### src/fis_pkg.sv
/*
  Package for the flash integrity scanner: register offsets, field positions,
  reset values, timing counts and shared types.
  Assumes an 8-bit register file reached over Avalon-MM with 32-bit data.
*/
package fis_pkg;

  // ----------------------------------------------------------------
  // Register indices (byte address is four times the index)
  // ----------------------------------------------------------------
  localparam logic [3:0] IDX_CTRL_ENABLE   = 4'h0;
  localparam logic [3:0] IDX_MODE_SECTION  = 4'h1;
  localparam logic [3:0] IDX_PROGRESS      = 4'h2;
  localparam logic [3:0] IDX_IRQ_STATUS    = 4'h3;
  localparam logic [3:0] IDX_IRQ_MASK      = 4'h4;

  // ----------------------------------------------------------------
  // Field positions
  // ----------------------------------------------------------------
  localparam int CTL_ENABLE_BIT  = 0;
  localparam int CTL_FAILURE_NMI_ENABLE_BIT   = 1;
  localparam int CTL_RESET_BIT   = 7;
  localparam int MODE_LSB        = 4;
  localparam int MODE_MSB        = 5;
  localparam int SEC_LSB         = 0;
  localparam int SEC_MSB         = 1;
  localparam int STS_BUSY_BIT    = 0;
  localparam int STS_PASS_BIT    = 1;
  localparam int IRQ_DONE_BIT    = 0;
  localparam int IRQ_FAIL_BIT    = 1;

  // ----------------------------------------------------------------
  // Encodings and reset values
  // ----------------------------------------------------------------
  localparam logic [1:0] MODE_PRIORITY     = 2'h0;
  localparam logic [1:0] MODE_RESET_SCAN   = 2'h1;
  localparam logic [1:0] SEC_WHOLE_FLASH   = 2'h0;
  localparam logic [1:0] SEC_BOOT_AND_APP  = 2'h1;
  localparam logic [1:0] SEC_BOOT_ONLY     = 2'h2;
  localparam logic [7:0] RST_CONFIG        = 8'h00;
  localparam logic [7:0] RST_PROGRESS      = 8'h02;
  localparam logic [15:0] CRC_SEED         = 16'hffff;
  localparam logic [15:0] CRC_POLY         = 16'h1021;

  // ----------------------------------------------------------------
  // Timing
  // ----------------------------------------------------------------
  localparam int CLOCK_MHZ        = 200;
  localparam int START_DELAY_CYC  = 3;
  localparam int FETCH_PERIOD_CYC = 3;

  typedef enum {FIS_IDLE, FIS_ARM, FIS_FETCH, FIS_WAIT} fis_state_e;

  typedef struct packed {
    logic        read;
    logic        write;
    logic [3:0]  address;
    logic [31:0] writedata;
  } fis_bus_req_s;

  typedef struct packed {
    logic        req;
    logic [15:0] addr;
  } fis_flash_req_s;

endpackage : fis_pkg

### src/fis_scanner.sv
/*
  Flash integrity scanner: control, mode/section config, progress/result
  status, CRC engine, failure NMI and maskable event interrupt.
  Assumes a flash array answering a word read with valid one or more cycles later,
  and section end addresses supplied as inputs (fuse-like, stable).
*/
module fis_scanner #(
  parameter int ADDR_W = 16
) (
  input  wire logic              clock,          // 200 MHz main clock
  input  wire logic              rst_n,          // Sync system reset
  input  wire logic              reset_scan,     // Check requested at reset init
  input  wire logic [1:0]        reset_section,  // Section for reset-time check
  input  wire logic              reset_failure_nmi_enable,    // Failure NMI enable at reset init, taken only with reset_scan
  input  wire logic [ADDR_W-1:0] boot_end,       // Last word of boot section
  input  wire logic [ADDR_W-1:0] app_end,        // Last word of app code section
  input  wire logic [ADDR_W-1:0] flash_end,      // Last word of flash
  input  wire logic [3:0]        avs_address,    // Register index
  input  wire logic              avs_read,       // Read strobe
  input  wire logic              avs_write,      // Write strobe
  input  wire logic [31:0]       avs_writedata,  // Write data
  input  wire logic [3:0]        avs_byteenable, // Byte enables
  output logic [31:0]            avs_readdata,   // Read data
  output logic                   avs_waitrequest,// Wait request
  output logic                   cpu_stall,      // Holds processor off flash
  output fis_pkg::fis_flash_req_s flash_req,     // Flash word request
  input  wire logic [15:0]       flash_rdata,    // Flash word
  input  wire logic              flash_rvalid,   // Flash word valid
  output logic                   nmi,            // Failure NMI, held
  output logic                   irq             // Maskable event interrupt
);

  if (ADDR_W < 2 || ADDR_W > 16) begin : g_addr_w_check
    $error("ADDR_W out of range");
  end

  // ----------------------------------------------------------------
  // Registers
  // ----------------------------------------------------------------
  logic                    enable_ff, failure_nmi_enable_ff, pass_ff, busy_ff, nmi_ff;
  logic [1:0]              mode_ff, section_ff;
  logic [1:0]              irq_sts_ff, irq_mask_ff;
  logic [1:0]              cnt_ff;
  logic [15:0]             crc_ff;
  logic [ADDR_W-1:0]       addr_ff, end_ff;
  logic                    last_ff, boot_ff, ack_ff, got_ff;
  logic [31:0]             rdata_ff;
  fis_pkg::fis_state_e     state_ff;

  logic wr, wr_ctrl, wr_cfg, start, strobe_rst, done, fail;
  logic [7:0] wb;

  assign wb         = avs_writedata[7:0];
  // Writes commit at the acknowledging edge, when waitrequest is low
  assign wr         = avs_write && avs_byteenable[0] && ack_ff;
  assign wr_ctrl    = wr && avs_address == fis_pkg::IDX_CTRL_ENABLE && !nmi_ff;
  assign wr_cfg     = wr && avs_address == fis_pkg::IDX_MODE_SECTION
                      && !busy_ff && !nmi_ff;
  assign start      = wr_ctrl && wb[fis_pkg::CTL_ENABLE_BIT];
  assign strobe_rst = wr_ctrl && wb[fis_pkg::CTL_RESET_BIT] && !(failure_nmi_enable_ff && busy_ff);
  assign done       = state_ff == fis_pkg::FIS_WAIT && flash_rvalid && last_ff;
  assign fail       = done && (crc_next(crc_ff, flash_rdata) != 16'h0000);

  function automatic logic [15:0] crc_next(input logic [15:0] c, input logic [15:0] d);
    logic [15:0] r;
    r = c;
    for (int i = 15; i >= 0; i--) begin
      r = {r[14:0], 1'b0} ^ ((r[15] ^ d[i]) ? fis_pkg::CRC_POLY : 16'h0000);
    end
    return r;
  endfunction

  // ----------------------------------------------------------------
  // Bus slave: one wait cycle, then ack
  // ----------------------------------------------------------------
  always_ff @(posedge clock) begin
    if (!rst_n) ack_ff <= 1'b0;
    else        ack_ff <= (avs_read || avs_write) && !ack_ff;
  end
  assign avs_waitrequest = (avs_read || avs_write) && !ack_ff;

  always_ff @(posedge clock) begin
    if (!rst_n) rdata_ff <= 32'h0000_0000;
    else if (avs_read && !ack_ff) begin
      unique case (avs_address)
        fis_pkg::IDX_CTRL_ENABLE:  rdata_ff <= {30'h0, failure_nmi_enable_ff, enable_ff};
        fis_pkg::IDX_MODE_SECTION: rdata_ff <= {26'h0, mode_ff, 2'h0, section_ff};
        fis_pkg::IDX_PROGRESS:     rdata_ff <= {30'h0, pass_ff && !busy_ff, busy_ff};
        fis_pkg::IDX_IRQ_STATUS:   rdata_ff <= {30'h0, irq_sts_ff};
        fis_pkg::IDX_IRQ_MASK:     rdata_ff <= {30'h0, irq_mask_ff};
        default:                   rdata_ff <= 32'h0000_0000;
      endcase
    end
  end
  assign avs_readdata = rdata_ff;

  // ----------------------------------------------------------------
  // Control and config
  // ----------------------------------------------------------------
  // Reset-time check is captured at reset release, not by the reset itself
  logic boot_pend_ff;
  always_ff @(posedge clock) begin
    if (!rst_n) boot_pend_ff <= 1'b1;
    else        boot_pend_ff <= 1'b0;
  end
  assign boot_ff = boot_pend_ff && reset_scan;

  always_ff @(posedge clock) begin
    if (!rst_n) begin
      enable_ff  <= 1'b0;
      mode_ff    <= fis_pkg::RST_CONFIG[fis_pkg::MODE_MSB:fis_pkg::MODE_LSB];
      section_ff <= fis_pkg::RST_CONFIG[fis_pkg::SEC_MSB:fis_pkg::SEC_LSB];
    end else if (boot_ff) begin
      enable_ff  <= 1'b1;
      mode_ff    <= fis_pkg::MODE_RESET_SCAN;
      section_ff <= reset_section;
    end else if (strobe_rst) begin
      enable_ff  <= 1'b0;
      mode_ff    <= 2'h0;
      section_ff <= 2'h0;
    end else begin
      if (wr_ctrl && !busy_ff) enable_ff <= wb[fis_pkg::CTL_ENABLE_BIT];
      else if (start)          enable_ff <= 1'b1;
      if (wr_cfg) begin
        mode_ff    <= wb[fis_pkg::MODE_MSB:fis_pkg::MODE_LSB];
        section_ff <= wb[fis_pkg::SEC_MSB:fis_pkg::SEC_LSB];
      end
    end
  end

  // Failure NMI enable only clears on system reset
  always_ff @(posedge clock) begin
    if (!rst_n)                                       failure_nmi_enable_ff <= 1'b0;
    else if (boot_ff && reset_failure_nmi_enable)                  failure_nmi_enable_ff <= 1'b1;
    else if (wr_ctrl && !busy_ff && wb[fis_pkg::CTL_FAILURE_NMI_ENABLE_BIT]) failure_nmi_enable_ff <= 1'b1;
  end

  always_ff @(posedge clock) begin
    if (!rst_n)                   nmi_ff <= 1'b0;
    else if (fail && failure_nmi_enable_ff)    nmi_ff <= 1'b1;
  end
  assign nmi = nmi_ff;

  // ----------------------------------------------------------------
  // Scan sequencer
  // ----------------------------------------------------------------
  logic go;
  assign go = (start || boot_ff) && !strobe_rst;
  // Reserved mode codes still run as a priority check; only 0x0 and 0x1 are defined

  always_ff @(posedge clock) begin
    if (!rst_n || strobe_rst) begin
      state_ff <= fis_pkg::FIS_IDLE;
      cnt_ff   <= 2'h0;
      addr_ff  <= '0;
      crc_ff   <= fis_pkg::CRC_SEED;
      got_ff   <= 1'b0;
    end else if (go) begin
      state_ff <= fis_pkg::FIS_ARM;
      cnt_ff   <= 2'(fis_pkg::START_DELAY_CYC - 1);
      addr_ff  <= '0;
      crc_ff   <= fis_pkg::CRC_SEED;
      got_ff   <= 1'b0;
    end else begin
      unique case (state_ff)
        fis_pkg::FIS_IDLE: ;
        fis_pkg::FIS_ARM: begin
          if (cnt_ff == 2'h0) state_ff <= fis_pkg::FIS_FETCH;
          else                cnt_ff   <= cnt_ff - 2'h1;
        end
        fis_pkg::FIS_FETCH: begin
          state_ff <= fis_pkg::FIS_WAIT;
          cnt_ff   <= 2'(fis_pkg::FETCH_PERIOD_CYC - 2);
          got_ff   <= 1'b0;
        end
        fis_pkg::FIS_WAIT: begin
          if (cnt_ff != 2'h0) cnt_ff <= cnt_ff - 2'h1;
          if (flash_rvalid) begin
            crc_ff <= crc_next(crc_ff, flash_rdata);
            got_ff <= 1'b1;
          end
          // Early answers wait out the count so fetches never come faster
          if (flash_rvalid && last_ff) state_ff <= fis_pkg::FIS_IDLE;
          else if ((flash_rvalid || got_ff) && cnt_ff == 2'h0) begin
            addr_ff  <= addr_ff + ADDR_W'(1);
            state_ff <= fis_pkg::FIS_FETCH;
          end
        end
      endcase
    end
  end

  always_comb begin
    unique case (section_ff)
      fis_pkg::SEC_BOOT_AND_APP: end_ff = app_end;
      fis_pkg::SEC_BOOT_ONLY:    end_ff = boot_end;
      default:                   end_ff = flash_end;
    endcase
  end
  assign last_ff = addr_ff == end_ff;

  assign flash_req.req  = state_ff == fis_pkg::FIS_FETCH;
  assign flash_req.addr = 16'(addr_ff);
  assign cpu_stall      = state_ff == fis_pkg::FIS_FETCH || state_ff == fis_pkg::FIS_WAIT;

  // ----------------------------------------------------------------
  // Status flags
  // ----------------------------------------------------------------
  always_ff @(posedge clock) begin
    if (!rst_n) begin
      busy_ff <= fis_pkg::RST_PROGRESS[fis_pkg::STS_BUSY_BIT];
      pass_ff <= fis_pkg::RST_PROGRESS[fis_pkg::STS_PASS_BIT];
    end else if (strobe_rst) begin
      busy_ff <= 1'b0;
      pass_ff <= 1'b0;
    end else if (go) begin
      busy_ff <= 1'b1;
      pass_ff <= 1'b0;
    end else if (done) begin
      busy_ff <= 1'b0;
      pass_ff <= !fail;
    end
  end

  // ----------------------------------------------------------------
  // Event interrupt: sticky, write one to clear, set wins
  // ----------------------------------------------------------------
  logic [1:0] ev;
  assign ev = {fail, done};
  always_ff @(posedge clock) begin
    if (!rst_n) begin
      irq_sts_ff  <= 2'h0;
      irq_mask_ff <= 2'h0;
    end else begin
      irq_sts_ff <= (irq_sts_ff & ~((wr && avs_address == fis_pkg::IDX_IRQ_STATUS)
                    ? wb[1:0] : 2'h0)) | ev;
      if (wr && avs_address == fis_pkg::IDX_IRQ_MASK) irq_mask_ff <= wb[1:0];
    end
  end
  assign irq = |(irq_sts_ff & irq_mask_ff);
endmodule // fis_scanner

### config.mk
export PLATFORM = sky130hd
export DESIGN_NAME = fis_scanner
export DESIGN_NICKNAME = d
export VERILOG_FILES = /design/src/fis_pkg.sv /design/src/fis_scanner.sv
export SDC_FILE = /design/constraint.sdc
export NUM_CORES = 1
export LEC_CHECK = 0
export CAP_MARGIN = 0
export CORE_MARGIN = 2
export CORE_UTILIZATION = 45
export DETAILED_ROUTE_END_ITERATION = 8
export DONT_BUFFER_PORTS = 1
export MAX_ROUTING_LAYER = met4
export PLACE_DENSITY = 0.6
export SLEW_MARGIN = 15
export SYNTH_ARGS = -nofsm -noshare
export SYNTH_HDL_FRONTEND = slang
export SYNTH_SLANG_ARGS = --single-unit
### constraint.sdc
create_clock -name clock -period 3.6 [get_ports clock]
set_input_delay 0.18 -clock clock [delete_from_list [all_inputs] [get_ports clock]]
set_output_delay 0.18 -clock clock [all_outputs]
set_load 0.05 [all_outputs]
Word level (Yosys, flattened, before mapping)
Cells that the tools add are included.
{"block": "word_totals", "ff_bits": 114, "inputBits": 113, "output_inout_bits": 53, "word_cells": 191}
{"block": "classes", "muxes": 48, "n_reduce_logical": 62, "add_sub_neg": 2, "bitwise_logic": 38, "n_eq_ne": 21}
{"operator": "16-bit by 13-bit bitwise XOR with 16-bit output", "n": 16}
{"operator": "13-bit two-way mux", "n": 16}
{"operator": "32-bit two-way mux", "n": 3}
{"operator": "32-bit one-hot mux with 3 select lines", "n": 1}
{"operator": "32-bit by 2-bit equality test with 1-bit output (second input constant)", "n": 2}
{"operator": "32-bit by 3-bit equality test with 1-bit output (second input constant)", "n": 2}
{"operator": "32-bit by 1-bit equality test with 1-bit output (second input constant)", "n": 1}
{"operator": "16-bit one-hot mux with 2 select lines", "n": 1}
{"operator": "6-bit one-hot mux with 5 select lines", "n": 1}
{"operator": "1-bit logical AND", "n": 27}
{"operator": "1-bit two-way mux", "n": 17}
{"operator": "16-bit by 1-bit adder with 16-bit output (second input constant)", "n": 1}
{"operator": "16-bit equality test", "n": 1}
{"operator": "16-bit nonzero test", "n": 1}
{"operator": "1-bit bitwise XOR", "n": 16}
{"operator": "3-bit AND reduction", "n": 5}
{"operator": "2-bit two-way mux", "n": 7}
{"operator": "3-bit inequality test (second input constant)", "n": 4}
{"operator": "3-bit nonzero test", "n": 3}
{"operator": "4-bit by 2-bit equality test with 1-bit output (second input constant)", "n": 2}
{"operator": "2-bit inequality test (second input constant)", "n": 4}
{"operator": "2-bit nonzero test", "n": 4}
{"operator": "4-bit nonzero test", "n": 2}
{"operator": "1-bit logical NOT", "n": 7}
{"operator": "18 further kinds", "n": 27}

Logic depth before layout (Yosys ltp)
Gate-level depths: netlist of the first run.
{"block": "logic_depth", "ltp_word": 54, "ltp_mapped": 13, "ltp_nobuf": 9}

Least setup slack after synthesis of the first run
OpenSTA, ideal clock, no wires.
{"block": "synth_timing", "path_kind": "reg-to-reg", "from": "register section_ff[0]", "to": "register addr_ff[15]", "t_required_ps": 3528, "period_less_slack_ps": 2648, "path_buffers": 2, "setup_ps": 72, "setup_slack_ps": 952, "arrival_ps": 2576, "path_stages_with_launch": 12, "cell_sequence": "dfxtp_1 > inv_1 > ha_1 > buf_2 > buf_2 > a221oi_1 > or3_1 > nand4_1 > or4_1 > o211ai_2 > or4_1 > mux2i_1"}
{"block": "synth_between", "elab_chain_len": 6, "word_cells_on_any_way": 7, "classes_between": "eq/ne: 3; mux: 1; bitwise: 1; reduce/logical: 2"}
{"item": "start: declaration", "line": "fis_scanner.sv:41", "rtl": "logic [1:0] mode_ff, section_ff;"}
{"item": "start signal: assignment", "line": "fis_scanner.sv:112", "rtl": "section_ff <= fis_pkg::RST_CONFIG[fis_pkg::SEC_MSB:fis_pkg::SEC_LSB];"}
{"item": "start signal: assignment", "line": "fis_scanner.sv:116", "rtl": "section_ff <= reset_section;"}
{"item": "start signal: assignment", "line": "fis_scanner.sv:126", "rtl": "section_ff <= wb[fis_pkg::SEC_MSB:fis_pkg::SEC_LSB];"}
{"item": "2-bit equality test / 2-bit by 1-bit equality test with 1-bit output (equally long branches)", "line": "fis_scanner.sv:194", "rtl": "unique case (section_ff)"}
{"item": "16-bit one-hot mux with 2 select lines *", "line": "fis_scanner.sv:194"}
{"item": "16-bit equality test *", "line": "fis_scanner.sv:200", "rtl": "assign last_ff = addr_ff == end_ff;"}
{"item": "1-bit logical AND *", "line": "fis_scanner.sv:183", "rtl": "if (flash_rvalid && last_ff) state_ff <= fis_pkg::FIS_IDLE;"}
{"item": "1-bit inverter (no line) *"}
{"item": "3-bit AND reduction (no line) *"}
{"item": "end signal: assignment", "line": "fis_scanner.sv:185", "rtl": "addr_ff <= addr_ff + ADDR_W'(1);"}
{"item": "end: declaration", "line": "fis_scanner.sv:45", "rtl": "logic [ADDR_W-1:0] addr_ff, end_ff;"}
Every way passes the cells marked *; elsewhere a longest branch is shown, timed or not.
A chain may end at the register's enable or synchronous reset.

Final worst setup path of the first run
Same ends and word-level chain as after synthesis.

==> impl_metrics.env, run 1 <==
export IMPL_status="complete, no violations"
export IMPL_synthMuxAreaShare_pct=3.43
export IMPL_synthArstFlopShare_pct=0
export IMPL_num_rows=35
export IMPL_grt_pass1_wl_um=16000
export IMPL_finalSetupViolCount=0
export IMPL_cts_buffer_depth=2
export IMPL_final_cell_mix="dfxtp_1 (56), nand2_1 (44), xnor2_1 (38)"
export IMPL_max_freq_ghz=0.330
export IMPL_yosys_most_used_dff="dfxtp_1"
export IMPL_hpwl_um=7700
export IMPL_synth_top_family_by_area="simple AND/OR/NAND/NOR gates"
export IMPL_grt_use_met3_pct=5.64
export IMPL_htreeDepth=2
export IMPL_antenna_found_initial=0
export IMPL_power_uw=1500
export IMPL_cp_max_fo=17
export IMPL_avgSynthCellArea_um2=8.23
export IMPL_critPathKind="flop to flop"
export IMPL_cts_root_buf="clkbuf_8"
export IMPL_port_buffers=0
export IMPL_maxSlewHeadroom_pct=31.4
export IMPL_die_y_um=100
export IMPL_hp_class="input pin to flop"
export IMPL_grt_usage_pct=20.5
export IMPL_fp_coreArea_mm2=0.00911
export IMPL_die_x_um=100
export IMPL_rsz0062_at_grt="no"
export IMPL_cp_arrival_ns=3.27
export IMPL_seq_area_frac_synth_pct=27.0
export IMPL_startpoint="section_ff[0]$_SDFFE_PN0P_"
export IMPL_synth_cells=505
export IMPL_fin_skew_ns=0.0142
export IMPL_grt_pass1_vias=3221
export IMPL_cap_violations=0
export IMPL_drc=0
export IMPL_synth_compound_area_share_pct=17.7
export IMPL_cp_end_kind="flop"
export IMPL_drtAntennaViolNets=0
export IMPL_p_int_uw=1010
export IMPL_wl_per_cell_um=16.4
export IMPL_routed_wl_um=9980
export IMPL_yosysWarningCount=0
export IMPL_utilization_pct=46.9
export IMPL_n_antenna_cell=0
export IMPL_period_minus_slack_ns=3.03
export IMPL_finalCritPeriodShare_pct=84.1
export IMPL_die_area_mm2=0.0100
export IMPL_cts_buffers=5
export IMPL_num_vias=3524
export IMPL_setup_tns_ns=0
export IMPL_viasPerCell=5.78
export IMPL_critPathLaunchType="flop"
export IMPL_grt_max_degree=39
export IMPL_synth_adder_area_share_pct=1.20
export IMPL_syn_to_final_growth_pct=2.83
export IMPL_hold_viol_final=0
export IMPL_synthTopCellsByArea="dfxtp_1 (27%), xnor2_1 (8.0%), buf_4 (5.6%)"
export IMPL_synthXorXnorAreaFrac_pct=15.1
export IMPL_synth_top_area_cell="dfxtp_1"
export IMPL_holdWs_ns=0.00732
export IMPL_comb_power_share_pct=27.9
export IMPL_synth_seq_cells=56
export IMPL_grt_use_met1_pct=25.2
export IMPL_p_sw_share_pct=32.8
export IMPL_worstPathRequired_ns=3.84
export IMPL_power_switching_uw=492
export IMPL_drt_iter0_markers=88
export IMPL_gp_congestion=0.852
export IMPL_synth_edf_count=0
export IMPL_yosysUniqueCellTypes=56
export IMPL_cts_tree="done"
export IMPL_nets=615
export IMPL_clkPwrFrac_pct=29.0
export IMPL_drtPass1Iterations=4
export IMPL_r2r_start="section_ff[0]$_SDFFE_PN0P_"
export IMPL_final_area_mm2=0.00427
export IMPL_tightest_slew_ns=1.02
export IMPL_num_io_pins=166
export IMPL_yosys_area_share_simple_pct=26.5
export IMPL_peakVddDrop_uv=166
export IMPL_p_per_area_mw_per_mm2=351
export IMPL_final_common_cell="dfxtp_1"
export IMPL_seq_power_share_pct=43.1
export IMPL_worstSkewPairLatency_ns=0.32
export IMPL_cts_setup_buffers=0
export IMPL_layout_drive_gt1_share_pct=6.81
export IMPL_grt_overflow_total=0
export IMPL_place_area_mm2=0.00414
export IMPL_min_delay_start="avs_writedata[1]"
export IMPL_path_clk_slew_ns=0.11
export IMPL_maxSlewViolCount=0
export IMPL_syn_area_mm2=0.00415
export IMPL_busiest_layer="met2"
export IMPL_cts_sinks=56
export IMPL_p_leak_uw=0.00155
export IMPL_synth_top_area_share_pct=27.0
export IMPL_use_met2_pct=34.0
export IMPL_fillers=898
export IMPL_initial_core_util_pct=45.6
## power by group through the flow
stage | clock, uW | sequential (uW) | combinational, uW
after floorplan | 0 | 654 | 394
after global placement | 0 | 660 | 413
after detailed placement | 0 | 660 | 415
after CTS | 449 | 646 | 420
after global routing | 478 | 648 | 460
final | 434 | 646 | 418
## cells in the mapped netlist, types with 3 or more instances
cell type   n
nand2_1    44
o21ai_0    23
a221oi_1   14
nor2b_1    21
o211ai_1   17
nand2b_1    7
nor2_1     19
xor2_1      8
buf_4      31
nor4_1      3
o31ai_1    11
a21oi_1    30
or3_1      22
clkbuf_1   14
nand3b_1    3
xnor3_1     3
xnor2_1    38
nand3_1    18
buf_2       5
or4_1      13
and2_1      7
dfxtp_1    56
ha_1        4
inv_1      13
xnor2_2     3
mux2i_1    12
nor3_1      9
a22oi_1     3
and3_1      4
nand4_1    16
o21ai_1     3
## repair_timing
| action | CTS | global route |
|---|---|---|
| endpoints found under the hold margin | 3 | 0 |
| gates resized for setup | 0 | 0 |
| hold buffers | 2 | 0 |
## worst max-delay path, stage by stage, from the launching register on
cell      delay, ns
dfxtp_1        0.36
inv_1          0.09
ha_1           0.55
a221oi_1       0.21
o21ai_0        0.27
nand4_1        0.14
or4_1          0.59
o211ai_2       0.37
or4_1          0.19
mux2i_1        0.17
## layout make-up
cell class              count  area, um2  share of cell area [%]
flip-flops and latches     56       1120                    26.2
clock inverters             3       46.3                    1.08
multi-input cells         411       2760                    64.6
well taps                 111        139                    3.25
repair buffers             11       87.6                    2.05
clock buffers               5       68.8                    1.61
inverters                  13       48.8                    1.14
## per-layer routing
layer / vias to the layer above / share of wire [%]
met5: - / 0
met4: 0 / 0.82
met3: 5 / 7.3
met2: 101 / 49
met1: 1649 / 43
li1: 1769 / -
## path summary, 6_finish.rpt
| check | to | slack [ns] | cells past startpoint |
|---|---|---|---|
| worst max-delay path | addr_ff[15]$_SDFFE_PP0P_ | 0.57 | 9 |
| worst min-delay path | irq_mask_ff[1]$_SDFFE_PN0P_ | 0.007 | 2 |
| worst max register to register | addr_ff[15]$_SDFFE_PP0P_ | 0.57 | 9 |
| worst min register to register | got_ff$_SDFFE_PP0P_ | 0.46 | 2 |
## cell families (layout without fill, tap and decap cells)
| family | after synthesis | count (layout) |
|---|---|---|
| compound gates | 112 | 112 |
| xor+xnor | 57 | 57 |
| other cells | 1 | 28 |
| mux | 14 | 14 |
| fa+ha+maj | 4 | 4 |
| flops | 56 | 56 |
| buf+inv | 65 | 32 |
| simple gates | 196 | 196 |
## stage by stage
step | setup slack, ns | cells
6_report | 0.574 | 610
2_1_floorplan | 0.952 | 532
5_1_grt | 0.252 | 610
3_3_place_gp | 0.703 | 600
3_5_place_dp | 0.625 | 600
4_1_cts | 0.566 | 610
No activity file was read; power rests on OpenSTA's default activity.
==> run 2: changes to the inputs <==
Settings changed: ABC_AREA set to 1, PLACE_DENSITY 0.6 to 0.62.
Clock period 3.6 ns to 2.43 ns, I/O delays scaled along.
==> impl_metrics.env, run 2 <==
export IMPL_num_rows=36
export IMPL_p_per_area_mw_per_mm2=439
export IMPL_n_antenna_cell=0
export IMPL_cts_buffer_depth=2
export IMPL_worst_path_max_delay_cell="dfxtp_2"
export IMPL_port_buffers=0
export IMPL_tightest_slew_ns=0.884
export IMPL_maxSlewViolCount=0
export IMPL_nets=878
export IMPL_path_clk_slew_ns=0.12
export IMPL_period_minus_slack_ns=2.25
export IMPL_layout_drive_gt1_share_pct=8.01
export IMPL_cp_max_fo=12
export IMPL_finalSetupViolCount=0
export IMPL_wl_per_cell_um=12.9
export IMPL_cts_tree="done"
export IMPL_final_common_cell="nand2_1"
export IMPL_synth_seq_cells=56
export IMPL_finalCritPeriodShare_pct=92.6
export IMPL_peakVddDrop_uv=237
export IMPL_synth_top_area_share_pct=25.0
export IMPL_cp_arrival_ns=2.51
export IMPL_p_sw_share_pct=37.6
export IMPL_seqCellArea_mm2=0.00112
export IMPL_synthTopCellsByArea="dfxtp_1 (25%), nand2_1 (20%), inv_1 (6.5%)"
export IMPL_drtPass1Iterations=5
export IMPL_cp_end_kind="flop"
export IMPL_worstPathRequired_ns=2.69
export IMPL_syn_area_mm2=0.00449
export IMPL_cts_root_buf="clkbuf_8"
export IMPL_grt_overflow_total=0
export IMPL_die_area_mm2=0.0108
export IMPL_grt_pass1_vias=4179
export IMPL_hp_class="input pin to flop"
export IMPL_worst_slack_ns=0.181
export IMPL_synth_cells=741
export IMPL_yosysWarningCount=0
export IMPL_htreeDepth=2
export IMPL_hold_viol_final=0
export IMPL_multi_input_area_mm2=0.00285
export IMPL_comb_power_share_pct=28.0
export IMPL_cp_slowest_stage_delay_ns=0.38
export IMPL_worstSkewPairLatency_ns=0.33
export IMPL_final_cell_mix="nand2_1 (245), inv_1 (78), a21oi_1 (54), dfxtp_1 (54)"
export IMPL_clkPwrFrac_pct=26.9
export IMPL_fp_coreArea_mm2=0.00973
export IMPL_cp_cell_sequence="inv_1 > ha_4 > buf_6 > a21oi_1 > a21oi_2 > or2_2 > nand2_1 > inv_1 > nand3_1 > nor3_4 > nand3_4 > buf_4 > nand4_1 > a21oi_1"
export IMPL_grt_pass1_wl_um=19000
export IMPL_critPathLaunchType="flop"
export IMPL_power_switching_uw=801
export IMPL_num_vias=4546
export IMPL_drt_iter0_markers=250
export IMPL_die_y_um=104
export IMPL_max_freq_ghz=0.445
export IMPL_p_int_uw=1330
export IMPL_p_leak_uw=0.00228
export IMPL_cts_setup_buffers=0
export IMPL_critPathKind="flop to flop"
export IMPL_initial_core_util_pct=46.1
export IMPL_grt_usage_pct=21.7
export IMPL_fillers=1067
export IMPL_place_ws_ns=-0.0294
export IMPL_cts_sinks=56
export IMPL_holdWs_ns=0.0125
export IMPL_drtAntennaViolNets=0
export IMPL_synthArstFlopShare_pct=0
export IMPL_seq_power_share_pct=45.1
export IMPL_syn_to_final_growth_pct=8.20
export IMPL_cts_buffers=5
export IMPL_hpwl_um=9150
export IMPL_synth_edf_count=0
export IMPL_gp_congestion=0.913
export IMPL_antenna_found_initial=0
export IMPL_yosys_most_used_dff="dfxtp_1"
export IMPL_setup_tns_ns=0
export IMPL_synth_top_area_cell="dfxtp_1"
export IMPL_die_x_um=104
export IMPL_yosysUniqueCellTypes=40
export IMPL_avgSynthCellArea_um2=6.06
export IMPL_synth_commonest_cells="nand2_1 (245), inv_1 (78), dfxtp_1 (56), a21oi_1 (55)"
export IMPL_seq_area_frac_synth_pct=25.0
export IMPL_routed_wl_um=11600
export IMPL_cap_violations=0
export IMPL_viasPerCell=5.08
export IMPL_maxSlewHeadroom_pct=40.8
export IMPL_drc=0
export IMPL_status="complete, no violations"
export IMPL_grt_max_degree=33
export IMPL_synth_most_common_cell="nand2_1"
export IMPL_num_io_pins=166
export IMPL_fin_skew_ns=0.0215
-- run 2: layout make-up --
class | instances | share of cell area, %
timing repair buffer | 36 | 6.39
clock inverter | 3 | 0.593
inverter | 81 | 6.37
tap | 133 | 3.43
clock buffer | 5 | 1.42
multi-input combinational | 581 | 58.7
sequential | 56 | 23.1
-- run 2: path summary, 6_finish.rpt --
check,cells past startpoint,slack [ns],start,to
setup reg to reg,14,0.18,section_ff[0]$_SDFFE_PN0P_,addr_ff[14]$_SDFFE_PP0P_
hold / removal,3,0.01,reset_failure_nmi_enable,failure_nmi_enable_ff$_SDFFE_PN0P_
hold reg to reg,2,0.47,mode_ff[0]$_SDFFE_PN0P_,avs_readdata[4]$_SDFFE_PN0P_
setup / recovery,14,0.18,section_ff[0]$_SDFFE_PN0P_,addr_ff[14]$_SDFFE_PP0P_
-- run 2: per-layer routing --
metal,routed length (um),GRT usage (%)
met2,5630,36.6
met4,152,5.69
met5,0,-
met3,619,3.51
met1,5160,27.2
-- run 2: worst max-delay path, delay by kind of cell (launching register included) --
family          cells  cell delay (ns)
compound gates      3             0.39
fa+ha+maj           1             0.26
buf+inv             4             0.45
flops               1             0.38
simple gates        6             0.70
-- run 2: through the flow --
stage / area (um2) / utilization (%) / cells / power, uW
after global routing: 4850 / 49.9 / 895 / 2260
after global placement: 4620 / 47.5 / 878 / 1540
after CTS: 4810 / 49.4 / 895 / 2150
after floorplan: 4590 / - / 768 / 1490
after detailed placement: 4620 / 47.5 / 878 / 1550
final: 4850 / 49.9 / 895 / 2130
-- run 2: timing repair --
action,CTS,global route
gates cloned,1,0
hold endpoints to repair,11,0
endpoints found under the setup margin,16,23
pin swaps,0,1
gates resized for setup,2,9
hold buffers,8,0
-- run 2: power by group through the flow --
stage | Clock (uW) | Combinational (uW) | Sequential [uW]
final | 573 | 596 | 961
after global routing | 628 | 667 | 965
after CTS | 602 | 584 | 961
after detailed placement | 0 | 567 | 981
after global placement | 0 | 558 | 981
after floorplan | 0 | 514 | 978
-- run 2: cells by family after synthesis --
family / count (synthesis) / synth area share [%]
compound gates: 98 / 11.5
other cells: 1 / 0.0836
flops: 56 / 25.0
fa+ha+maj: 4 / 1.12
xor+xnor: 36 / 7.03
buf+inv: 132 / 14.8
simple gates: 414 / 40.5
